==> src/rtl/tmw_pkg.sv <==
// constants for the 16-bit timer waveform block: register map, field
// positions, reset values and waveform mode codes.
// assumes a 32-bit axi4-lite register bus with byte addresses.
package tmw_pkg;
   // register byte offsets
   localparam logic [7:0] TMW_OFF_CTRL  = 8'h00;
   localparam logic [7:0] TMW_OFF_FORCE = 8'h04;
   localparam logic [7:0] TMW_OFF_COUNT = 8'h08;
   localparam logic [7:0] TMW_OFF_CMPA  = 8'h0C;
   localparam logic [7:0] TMW_OFF_CMPB  = 8'h10;
   localparam logic [7:0] TMW_OFF_CAPT  = 8'h14;
   localparam logic [7:0] TMW_OFF_FLAGS = 8'h18;
   localparam logic [7:0] TMW_OFF_STAT  = 8'h1C;
   // control field positions
   localparam int TMW_CTRL_MODE_LSB = 0;   // waveform mode field, 4 bits
   localparam int TMW_CTRL_CSEL_LSB = 4;   // clock select, 3 bits
   localparam int TMW_CTRL_COMA_LSB = 8;   // channel a output mode, 2 bits
   localparam int TMW_CTRL_COMB_LSB = 10;  // channel b output mode, 2 bits
   localparam int TMW_CTRL_DIR_LSB  = 12;  // pin direction a, b
   localparam int TMW_CTRL_PORT_LSB = 14;  // general port value a, b
   // flag positions
   localparam int TMW_FLG_OVF  = 0;
   localparam int TMW_FLG_MA   = 1;
   localparam int TMW_FLG_MB   = 2;
   localparam int TMW_FLG_CAPT = 3;
   // reset values
   localparam logic [15:0] TMW_CTRL_RST = 16'h0000;
   localparam logic [15:0] TMW_CNT_RST  = 16'h0000;
   localparam logic [15:0] TMW_CMP_RST  = 16'h0000;
   // fixed counter limits
   localparam logic [15:0] TMW_MAX   = 16'hFFFF;
   localparam logic [15:0] TMW_TOP8  = 16'h00FF;
   localparam logic [15:0] TMW_TOP9  = 16'h01FF;
   localparam logic [15:0] TMW_TOP10 = 16'h03FF;
   // waveform mode codes
   localparam logic [3:0] TMW_WM_NORMAL   = 4'h0;
   localparam logic [3:0] TMW_WM_CTC_A    = 4'h4;
   localparam logic [3:0] TMW_WM_FAST8    = 4'h5;
   localparam logic [3:0] TMW_WM_FAST9    = 4'h6;
   localparam logic [3:0] TMW_WM_FAST10   = 4'h7;
   localparam logic [3:0] TMW_WM_CTC_CAPT = 4'hC;
   localparam logic [3:0] TMW_WM_FAST_CAP = 4'hE;
   localparam logic [3:0] TMW_WM_FAST_A   = 4'hF;
   // clock select codes: stop, /1, /8, /64, /256, /1024
   localparam logic [2:0] TMW_CS_DIV1    = 3'h1;
   localparam logic [2:0] TMW_CS_DIV8    = 3'h2;
   localparam logic [2:0] TMW_CS_DIV64   = 3'h3;
   localparam logic [2:0] TMW_CS_DIV256  = 3'h4;
   localparam logic [2:0] TMW_CS_DIV1024 = 3'h5;
   // output mode codes
   localparam logic [1:0] TMW_COM_OFF    = 2'h0;
   localparam logic [1:0] TMW_COM_TOGGLE = 2'h1;
   localparam logic [1:0] TMW_COM_CLEAR  = 2'h2;
   localparam logic [1:0] TMW_COM_SET    = 2'h3;
   // axi responses
   localparam logic [1:0] TMW_RESP_OKAY   = 2'h0;
   localparam logic [1:0] TMW_RESP_SLVERR = 2'h2;
endpackage

==> src/rtl/tmw_timer16.sv <==
// 16-bit timer/counter with two compare output channels, normal, clear on
// match and single-slope fast pwm counting, reached over axi4-lite.
// assumes one 250 mhz clock, active-low async reset, synchronous inputs.
//
// Notes on behaviour
// - nonzero output mode: pin driven by output state
// - pin direction still from direction bit
// - reset clears the output state flops
// - output mode zero: match leaves state alone
// - new output mode acts at next match
// - force strobe applies action at once, non-pwm
// - output mode never shapes the count
// - mode zero counts up, wraps ffff to 0
// - normal overflow flag set as count becomes 0
// - hardware only sets the overflow flag
// - clear on match: top is cmp a or capture
// - reaching top sets cmp a or capture flag
// - unbuffered top; missed top wraps through ffff
// - mode 1 toggles channel a on each match
// - clear on match overflow at max to 0
// - prescaler ticks /1 /8 /64 /256 /1024
// - fast pwm modes count bottom to top, restart
// - fast pwm: clear on match, set at bottom
// - fast pwm tops: ff, 1ff, 3ff, capture, cmp a
// - after top the next tick clears counter
// - fast pwm match sets channel flag
// - fast pwm mode 2 normal, 3 inverted
// - fast pwm compare reloads from buffer at top
// - fast pwm overflow set at top with top flag
//
// Implementation choices: register access over AXI4-Lite and the placing of the registers.
`timescale 1ns/100ps
`default_nettype none

module tmw_timer16
   import tmw_pkg::*;
(
   input  wire  logic        clk,
   input  wire  logic        rst_n,
   input  wire  logic [7:0]  s_axi_awaddr,
   input  wire  logic        s_axi_awvalid,
   output var   logic        s_axi_awready,
   input  wire  logic [31:0] s_axi_wdata,
   input  wire  logic [3:0]  s_axi_wstrb,
   input  wire  logic        s_axi_wvalid,
   output var   logic        s_axi_wready,
   output var   logic [1:0]  s_axi_bresp,
   output var   logic        s_axi_bvalid,
   input  wire  logic        s_axi_bready,
   input  wire  logic [7:0]  s_axi_araddr,
   input  wire  logic        s_axi_arvalid,
   output var   logic        s_axi_arready,
   output var   logic [31:0] s_axi_rdata,
   output var   logic [1:0]  s_axi_rresp,
   output var   logic        s_axi_rvalid,
   input  wire  logic        s_axi_rready,
   output var   logic [1:0]  pinOut,
   output var   logic [1:0]  pinOe
);

   ////////////////////////////////////////////////////////////////////////
   // declarations
   logic [15:0] ctrlQ;                 // control register
   logic [15:0] cntQ;                  // counter value
   logic [15:0] captQ;                 // capture value register
   logic [15:0] cmpBufQ [2];           // software-visible compare values
   logic [15:0] cmpActQ [2];           // active compare values in pwm
   logic [15:0] cmpEff  [2];           // compare value actually used
   logic [3:0]  flagQ;                 // sticky event flags
   logic [1:0]  outStateQ;             // internal compare output states
   logic        blockQ;                // suppress matches for one tick
   logic [9:0]  prescQ;                // free-running prescaler
   logic        tick;                  // timer clock enable
   logic [3:0]  mode;                  // waveform mode field
   logic [2:0]  clkSel;                // clock select
   logic [1:0]  com     [2];           // output mode bits per channel
   logic        isPwm;                 // fast pwm modes
   logic        isCtc;                 // clear on match modes
   logic [15:0] top;                   // current top value
   logic        atTop;                 // counter equals top, clearing modes
   logic [1:0]  match;                 // unblocked compare matches
   logic        wrFire;                // write handshake this cycle
   logic        rdFire;                // read handshake this cycle
   logic        cntWr;                 // software writes the counter
   logic [1:0]  forceStb;              // force strobes
   logic        wrHit;                 // write address is mapped
   logic        rdHit;                 // read address is mapped
   logic [31:0] rdData;                // read mux

   assign mode   = ctrlQ[TMW_CTRL_MODE_LSB +: 4];
   assign clkSel = ctrlQ[TMW_CTRL_CSEL_LSB +: 3];
   assign com[0] = ctrlQ[TMW_CTRL_COMA_LSB +: 2];
   assign com[1] = ctrlQ[TMW_CTRL_COMB_LSB +: 2];

   // merge a write under byte strobes
   function automatic logic [31:0] merge(input logic [31:0] old,
                                         input logic [31:0] val,
                                         input logic [3:0]  strb);
      logic [31:0] res;
      res = old;
      for (int i = 0; i < 4; i++) begin
         if (strb[i]) begin
            res[8*i +: 8] = val[8*i +: 8];
         end
      end
      return res;
   endfunction

   ////////////////////////////////////////////////////////////////////////
   // axi4-lite write channel: address and data taken together
   assign wrFire = s_axi_awvalid && s_axi_awready;
   assign wrHit  = (s_axi_awaddr[7:5] == 3'h0) && (s_axi_awaddr[1:0] == 2'h0);
   assign cntWr  = wrFire && (s_axi_awaddr == TMW_OFF_COUNT);
   assign forceStb = (wrFire && (s_axi_awaddr == TMW_OFF_FORCE)) ? s_axi_wdata[1:0] & {2{s_axi_wstrb[0]}} : 2'b00;

   // ready pulses once both channels are offered, response follows
   always_ff @(posedge clk or negedge rst_n) begin
      if (!rst_n) begin
         s_axi_awready <= 1'b0;
         s_axi_wready  <= 1'b0;
         s_axi_bvalid  <= 1'b0;
         s_axi_bresp   <= TMW_RESP_OKAY;
      end else begin
         s_axi_awready <= s_axi_awvalid && s_axi_wvalid && !s_axi_awready && !s_axi_bvalid;
         s_axi_wready  <= s_axi_awvalid && s_axi_wvalid && !s_axi_awready && !s_axi_bvalid;
         if (wrFire) begin
            s_axi_bvalid <= 1'b1;
            s_axi_bresp  <= wrHit ? TMW_RESP_OKAY : TMW_RESP_SLVERR;
         end else if (s_axi_bready) begin
            s_axi_bvalid <= 1'b0;
         end
      end
   end

   ////////////////////////////////////////////////////////////////////////
   // axi4-lite read channel
   assign rdFire = s_axi_arvalid && s_axi_arready;
   assign rdHit  = (s_axi_araddr[7:5] == 3'h0) && (s_axi_araddr[1:0] == 2'h0);

   // read mux, unmapped reads zero
   always_comb begin
      rdData = 32'h0000_0000;
      unique case (s_axi_araddr)
         TMW_OFF_CTRL:  rdData = {16'h0000, ctrlQ};
         TMW_OFF_COUNT: rdData = {16'h0000, cntQ};
         TMW_OFF_CMPA:  rdData = {16'h0000, cmpBufQ[0]};
         TMW_OFF_CMPB:  rdData = {16'h0000, cmpBufQ[1]};
         TMW_OFF_CAPT:  rdData = {16'h0000, captQ};
         TMW_OFF_FLAGS: rdData = {28'h0000000, flagQ};
         TMW_OFF_STAT:  rdData = {30'h0, outStateQ};
         default:       rdData = 32'h0000_0000;   // force register and holes
      endcase
   end

   // one read at a time, data registered with rvalid
   always_ff @(posedge clk or negedge rst_n) begin
      if (!rst_n) begin
         s_axi_arready <= 1'b0;
         s_axi_rvalid  <= 1'b0;
         s_axi_rdata   <= 32'h0000_0000;
         s_axi_rresp   <= TMW_RESP_OKAY;
      end else begin
         s_axi_arready <= s_axi_arvalid && !s_axi_arready && !s_axi_rvalid;
         if (rdFire) begin
            s_axi_rvalid <= 1'b1;
            s_axi_rdata  <= rdData;
            s_axi_rresp  <= rdHit ? TMW_RESP_OKAY : TMW_RESP_SLVERR;
         end else if (s_axi_rready) begin
            s_axi_rvalid <= 1'b0;
         end
      end
   end

   ////////////////////////////////////////////////////////////////////////
   // software-written configuration
   always_ff @(posedge clk or negedge rst_n) begin
      if (!rst_n) begin
         ctrlQ <= TMW_CTRL_RST;
         captQ <= TMW_CMP_RST;
      end else if (wrFire) begin
         // output mode bits take effect on the very next match
         if (s_axi_awaddr == TMW_OFF_CTRL) begin
            ctrlQ <= 16'(merge({16'h0000, ctrlQ}, s_axi_wdata, s_axi_wstrb));
         end
         // capture register is never buffered
         if (s_axi_awaddr == TMW_OFF_CAPT) begin
            captQ <= 16'(merge({16'h0000, captQ}, s_axi_wdata, s_axi_wstrb));
         end
      end
   end

   ////////////////////////////////////////////////////////////////////////
   // prescaler and tick select
   always_ff @(posedge clk or negedge rst_n) begin
      if (!rst_n) begin
         prescQ <= 10'h000;
      end else begin
         prescQ <= prescQ + 10'h001;
      end
   end

   // counter advances only on the selected division
   always_comb begin
      unique case (clkSel)
         TMW_CS_DIV1:    tick = 1'b1;
         TMW_CS_DIV8:    tick = &prescQ[2:0];
         TMW_CS_DIV64:   tick = &prescQ[5:0];
         TMW_CS_DIV256:  tick = &prescQ[7:0];
         TMW_CS_DIV1024: tick = &prescQ[9:0];
         default:        tick = 1'b0;   // stopped or reserved
      endcase
   end

   ////////////////////////////////////////////////////////////////////////
   // top selection from the waveform mode field only
   always_comb begin
      isPwm = 1'b0;
      isCtc = 1'b0;
      top   = TMW_MAX;
      unique case (mode)
         TMW_WM_CTC_A:    begin isCtc = 1'b1; top = cmpBufQ[0]; end
         TMW_WM_CTC_CAPT: begin isCtc = 1'b1; top = captQ;      end
         TMW_WM_FAST8:    begin isPwm = 1'b1; top = TMW_TOP8;   end
         TMW_WM_FAST9:    begin isPwm = 1'b1; top = TMW_TOP9;   end
         TMW_WM_FAST10:   begin isPwm = 1'b1; top = TMW_TOP10;  end
         TMW_WM_FAST_CAP: begin isPwm = 1'b1; top = captQ;      end
         TMW_WM_FAST_A:   begin isPwm = 1'b1; top = cmpActQ[0]; end
         default:         begin top = TMW_MAX; end                    // plain up count
      endcase
   end

   // a missed register top runs on to ffff and wraps
   assign atTop = (isPwm || isCtc) && (cntQ == top) && !blockQ;

   ////////////////////////////////////////////////////////////////////////
   // counter: up only, cleared after top in clearing modes
   always_ff @(posedge clk or negedge rst_n) begin
      if (!rst_n) begin
         cntQ   <= TMW_CNT_RST;
         blockQ <= 1'b0;
      end else if (cntWr) begin
         cntQ   <= 16'(merge({16'h0000, cntQ}, s_axi_wdata, s_axi_wstrb));
         blockQ <= 1'b1;   // next tick sees no match
      end else if (tick) begin
         blockQ <= 1'b0;
         if (atTop) begin
            cntQ <= TMW_CNT_RST;
         end else begin
            cntQ <= cntQ + 16'h0001;    // wraps ffff to 0000
         end
      end
   end

   ////////////////////////////////////////////////////////////////////////
   // flags: hardware sets, software clears by writing one; set wins
   always_ff @(posedge clk or negedge rst_n) begin
      if (!rst_n) begin
         flagQ <= 4'h0;
      end else begin
         logic [3:0] setV;
         logic [3:0] clrV;
         setV = 4'h0;
         clrV = 4'h0;
         if (tick && !cntWr) begin
            // overflow as count becomes zero at top in pwm
            setV[TMW_FLG_OVF]  = isPwm ? atTop : (cntQ == TMW_MAX);
            setV[TMW_FLG_MA]   = match[0] || (atTop && (mode == TMW_WM_CTC_A || mode == TMW_WM_FAST_A));
            setV[TMW_FLG_MB]   = match[1];
            setV[TMW_FLG_CAPT] = atTop && (mode == TMW_WM_CTC_CAPT || mode == TMW_WM_FAST_CAP);
         end
         if (wrFire && s_axi_awaddr == TMW_OFF_FLAGS && s_axi_wstrb[0]) begin
            clrV = s_axi_wdata[3:0];
         end
         flagQ <= (flagQ & ~clrV) | setV;   // counter logic never clears
      end
   end

   ////////////////////////////////////////////////////////////////////////
   // per-channel compare, output state and pin
   for (genvar ch = 0; ch < 2; ch++) begin : g_chan
      logic [7:0] offCmp;   // this channel's compare offset
      logic       nextSt;   // output state after this cycle
      assign offCmp = (ch == 0) ? TMW_OFF_CMPA : TMW_OFF_CMPB;

      // compare buffer written by software
      always_ff @(posedge clk or negedge rst_n) begin
         if (!rst_n) begin
            cmpBufQ[ch] <= TMW_CMP_RST;
         end else if (wrFire && s_axi_awaddr == offCmp) begin
            cmpBufQ[ch] <= 16'(merge({16'h0000, cmpBufQ[ch]}, s_axi_wdata, s_axi_wstrb));
         end
      end

      // active compare: reloads at top in pwm, tracks buffer otherwise
      always_ff @(posedge clk or negedge rst_n) begin
         if (!rst_n) begin
            cmpActQ[ch] <= TMW_CMP_RST;
         end else if (!isPwm || (tick && atTop && !cntWr)) begin
            cmpActQ[ch] <= cmpBufQ[ch];
         end
      end

      assign cmpEff[ch] = isPwm ? cmpActQ[ch] : cmpBufQ[ch];
      assign match[ch]  = (cntQ == cmpEff[ch]) && !blockQ;

      // output action from mode bits; zero leaves the state alone
      always_comb begin
         nextSt = outStateQ[ch];
         if (isPwm) begin
            if (tick && !cntWr) begin
               if (com[ch] == TMW_COM_TOGGLE) begin
                  // toggle only on channel a with cmp a as top
                  if (ch == 0 && mode == TMW_WM_FAST_A && match[ch]) begin
                     nextSt = !outStateQ[ch];
                  end
               end else if (com[ch] != TMW_COM_OFF) begin
                  // bottom wins so compare equal to top holds a level
                  if (atTop) begin
                     nextSt = (com[ch] == TMW_COM_CLEAR);
                  end else if (match[ch]) begin
                     nextSt = (com[ch] == TMW_COM_SET);
                  end
               end
            end
         end else if (forceStb[ch] || (tick && !cntWr && match[ch])) begin
            // forced or real match, same action
            unique case (com[ch])
               TMW_COM_TOGGLE: nextSt = !outStateQ[ch];
               TMW_COM_CLEAR:  nextSt = 1'b0;
               TMW_COM_SET:    nextSt = 1'b1;
               default:        nextSt = outStateQ[ch];
            endcase
         end
      end

      // output state flop, zero after reset
      always_ff @(posedge clk or negedge rst_n) begin
         if (!rst_n) begin
            outStateQ[ch] <= 1'b0;
         end else begin
            outStateQ[ch] <= nextSt;
         end
      end

      // pin: override by output state, direction from its own bit
      always_ff @(posedge clk or negedge rst_n) begin
         if (!rst_n) begin
            pinOut[ch] <= 1'b0;
            pinOe[ch]  <= 1'b0;
         end else begin
            pinOut[ch] <= (com[ch] != TMW_COM_OFF) ? nextSt : ctrlQ[TMW_CTRL_PORT_LSB + ch];
            pinOe[ch]  <= ctrlQ[TMW_CTRL_DIR_LSB + ch];
         end
      end
   end
endmodule // tmw_timer16

`default_nettype wire

==> config.mk <==
export PLATFORM = sky130hd
export DESIGN_NAME = tmw_timer16
export DESIGN_NICKNAME = d
export VERILOG_FILES = /design/src/rtl/tmw_pkg.sv /design/src/rtl/tmw_timer16.sv
export SDC_FILE = /design/constraint.sdc
export NUM_CORES = 1
export LEC_CHECK = 0
export BUFFER_PORTS_ARGS = -buffer_cell sky130_fd_sc_hd__buf_4
export CELL_PAD_IN_SITES_DETAIL_PLACEMENT = 0
export CELL_PAD_IN_SITES_GLOBAL_PLACEMENT = 1
export CORE_UTILIZATION = 51
export CTS_BUF_LIST = sky130_fd_sc_hd__clkbuf_4
export DETAILED_ROUTE_END_ITERATION = 10
export PLACE_DENSITY = 0.86
export SYNTH_ARGS = -nofsm -noshare
export SYNTH_HDL_FRONTEND = slang
export SYNTH_SLANG_ARGS = --single-unit
export TNS_END_PERCENT = 50
==> constraint.sdc <==
create_clock -name clk -period 7.43 [get_ports clk]
set_input_delay 1.486 -clock clk [delete_from_list [all_inputs] [get_ports clk]]
set_output_delay 1.486 -clock clk [all_outputs]
set_load 0.01 [all_outputs]
==> qor.log <==
INFO  outcome        status=completed
INFO  worst_setup_path worst_setup_path_end_kind=register
INFO  worst_setup_path r2r_setup_slk=3.00ns
INFO  sta            clock_skew=0.0132ns
INFO  clocking       cts_hold_buf=0
INFO  clocking       cts_post_setup_buffers_inserted=0
INFO  sta            setup_repair_after_global_routing_missed_its_margin=false
INFO  synth          postSynthRegisterBits=155
INFO  global_routing grt_start_max_net_pins=86
INFO  clocking       cts_inserted_buffers=17
INFO  global_routing grt_usage=0.317
INFO  global_routing grt_first_pass_wirelength=43000µm
INFO  worst_setup_path slowest_delay=0.88ns
INFO  synth          synthCells=943
INFO  sta            maxSlewViolCount=0
INFO  global_routing antenna_found_initial=2
INFO  die            floorplan.die_area=0.0183mm²
INFO  placed_design  buffers_on_ports=67
INFO  clocking       tritoncts=yes
INFO  synth          synth-warning-count=0
INFO  flow_run       drv_cap=0
INFO  clocking       cts.clk_slew.worst_paths=0.15ns
INFO  clocking       clkLatencyLatePin=0.59ns
INFO  die            floorplan.die.height=135µm
INFO  global_routing number_of_global_route_vias_before_repair=7443
INFO  power          p_per_area=161mW/mm²
INFO  sta            hold-worst-slack=0.405ns
INFO  clocking       cts-resized-gates=0
INFO  routing        number_of_nets_with_antenna_violations_after_detailed_routing=0
INFO  synth          synthDominantAreaCellType=sky130_fd_sc_hd__dfrtp_1
INFO  synth          synth.top_cell.area_share=0.428
INFO  finish         nets=1046
INFO  worst_setup_path timing.critical_path.slowest_stage_cell=sky130_fd_sc_hd__dfrtp_1
INFO  die            initial_util=0.524
INFO  routing        drt-total-wl=27800µm
INFO  hold_path      timing.hold.worst.class=register to register
INFO  routing        num_vias=7956
INFO  sta            finalHoldViolCount=0
INFO  die            top_level_ports=104
INFO  worst_setup_path kind_of_start_point_of_the_critical_path=register
INFO  sta            worstMarginPinSlew=1.06ns
INFO  die            num_rows=48
INFO  synth          synthTopCellsByArea=sky130_fd_sc_hd__dfrtp_1, sky130_fd_sc_hd__mux2_2, sky130_fd_sc_hd__nand2_1
INFO  finish         synthToLayoutAreaGrowth=9.89%
INFO  synth          yosysUniqueCellTypes=80
INFO  placed_design  gp_congestion=0.923
INFO  sta            layout_min_cycle_time=4.43ns
INFO  worst_setup_path worstPathArrival=4.90ns
INFO  worst_setup_path path_common_cell=sky130_fd_sc_hd__nand2_1
INFO  routing        first_pass_iters=6
INFO  synth          postSynth.asyncResetShare=1.00
INFO  worst_setup_path critPathKind=register to register
INFO  sta            fmax=226MHz
INFO  clocking       cts_buffer_depth=2
INFO  die            coreArea=0.0173mm²
INFO  synth          avgSynthCellArea=9.61µm²
INFO  routing        first_iter_violations=934
INFO  placed_design  dpl.hpwl=19700µm
INFO  sta            timing.max_slew.rel_slack=0.293
INFO  synth          ys_seq_area_frac=0.428
INFO  worst_setup_path crit_required=7.90ns
INFO  routing        drc=0
INFO  synth          synth-edff-count=0
INFO  synth          dominantRegCellSynth=sky130_fd_sc_hd__dfrtp_1
INFO  finish         drive_above_1_share=0.197
INFO  sta            final-setup-viol-count=0
INFO  clocking       clock_root_buffer=sky130_fd_sc_hd__clkbuf_4
INFO  clocking       tritoncts_num_sinks=155
INFO  clocking       cts-htree-levels=4
INFO  worst_setup_path path_max_fanout=22
INFO  power          max_vdd_drop=0.122mV
INFO  routing        vias_per_cell=6.51
INFO  worst_setup_path worstPathCellList=nand2_1 -> a21oi_1 -> a211oi_1 -> nor4_1 -> or4b_1 -> nor4_2 -> buf_4 -> or2_1 -> o21ai_0 -> nand2_1 -> o21ai_1
INFO  power          total_leakage_power=4.39nW
INFO  synth          synth_top_cells_by_count=sky130_fd_sc_hd__dfrtp_1, sky130_fd_sc_hd__nand2_1, sky130_fd_sc_hd__mux2_2
INFO  global_routing grt_overflow=0
INFO  sta            min_period_over_period=0.596
INFO  die            fp.dieW=135µm
INFO  synth          synth_most_common_cell=sky130_fd_sc_hd__dfrtp_1
INFO  synth          cell_area_after_synthesis=0.00906mm²
INFO  routing        drt-wirelength-per-cell=22.7µm
INFO  sta            fin_setup_tns=0ns
logic make-up (layout without fill, tap and decap cells):
logic type                 Yosys count  in the layout  synth area share
xor gates and xnor gates            29             29            0.0280
AOI/OAI and AO/OA                  281            281             0.214
other                                1             19          0.000414
buffers and inverters              114            151            0.0621
DFF                                155            155             0.428
muxes                               90             90             0.111
adders and majority gates            3              3           0.00414
and+or+nand+nor                    270            270             0.152
layout by cell type, fill, tap and decap left out, drive strengths merged, types with 5 or more instances in the layout:
cell,n
o31ai,6
nand4,7
dfrtp,155
mux2i,7
buf,81
mux2,83
a211oi,14
nand2b,12
xnor2,19
nor3,23
nor3b,8
a21oi,62
nand2,93
nand3,26
o21ai,63
o22ai,13
clkbuf,17
nor4,10
a21o,19
a31oi,8
a22oi,16
a222oi,23
or2,7
xor2,10
a2111oi,7
inv,42
o21a,7
o221ai,5
nor2b,5
and3,10
or3,6
o2111ai,6
nor2,41
conb,18
cell type report:
| type | count | area (µm²) |
|---|---|---|
| diodes | 1 | 2.50 |
| clock buffers | 17 | 128 |
| clock inverters | 15 | 213 |
| fillers | 1570 | 7340 |
| inverters | 38 | 143 |
| multi-input cells | 691 | 4700 |
| flip-flops and latches | 155 | 3880 |
| well taps | 225 | 282 |
| repair buffers | 81 | 612 |
per-stage QoR:
stage | utilization | cell area, µm² | total power, mW | std cells | setup slack [ns]
after floorplan | - | 9120 | 0.943 | 960 | 3.56
after global placement | 0.556 | 9610 | 1.00 | 1190 | 2.81
after detailed placement | 0.556 | 9610 | 1.00 | 1190 | 2.72
after CTS | 0.575 | 9950 | 1.61 | 1222 | 3.23
after global routing | 0.576 | 9960 | 1.65 | 1223 | 2.86
final | 0.576 | 9960 | 1.61 | 1223 | 3.00
path summary, 6_finish.rpt:
check | startpoint | endpoint | cells after the start
max | ctrlQ[2] | cntQ[5] | 11
min | ctrlQ[13] | pinOe[1] | 0
max reg2reg | ctrlQ[2] | cntQ[5] | 11
min reg2reg | ctrlQ[13] | pinOe[1] | 0
max in group asynchronous | rst_n | s_axi_rdata[11] | 2
min in group asynchronous | rst_n | s_axi_rresp[1] | 1
state kept, by name, summed over array words and instances, names as in the netlist:
register / flops
pinOe: 2
blockQ: 1
ctrlQ: 16
s_axi_arready: 1
prescQ: 10
captQ: 16
s_axi_bresp: 1
s_axi_rvalid: 1
cntQ: 16
pinOut: 2
cmpBufQ: 32
flagQ: 4
cmpActQ: 32
s_axi_bvalid: 1
s_axi_rresp: 1
s_axi_wready: 1
outStateQ: 2
s_axi_rdata: 16
critical path: cells and delay by family, from the launching register on:
kind                   cells  cell delay [ns]
AOI/OAI and AO/OA          4             0.74
DFF                        1             0.88
and+or+nand+nor            6             2.40
buffers and inverters      1             0.27
layer usage:
| metal | vias up | share of wire | GRT usage |
|---|---|---|---|
| li1 | 3555 | - | - |
| met2 | 388 | 0.46 | 0.481 |
| met1 | 3944 | 0.42 | 0.434 |
| met5 | - | 0 | 0 |
| met4 | 0 | 0.034 | 0.140 |
| met3 | 69 | 0.084 | 0.0688 |
power breakdown:
group / internal, mW / switching, mW / leakage [nW]
clock: 0.274 / 0.340 / 0.171
combinational: 0.0442 / 0.0660 / 2.18
sequential: 0.854 / 0.0261 / 2.04
Note: power is estimated with default switching activity, not from simulation.
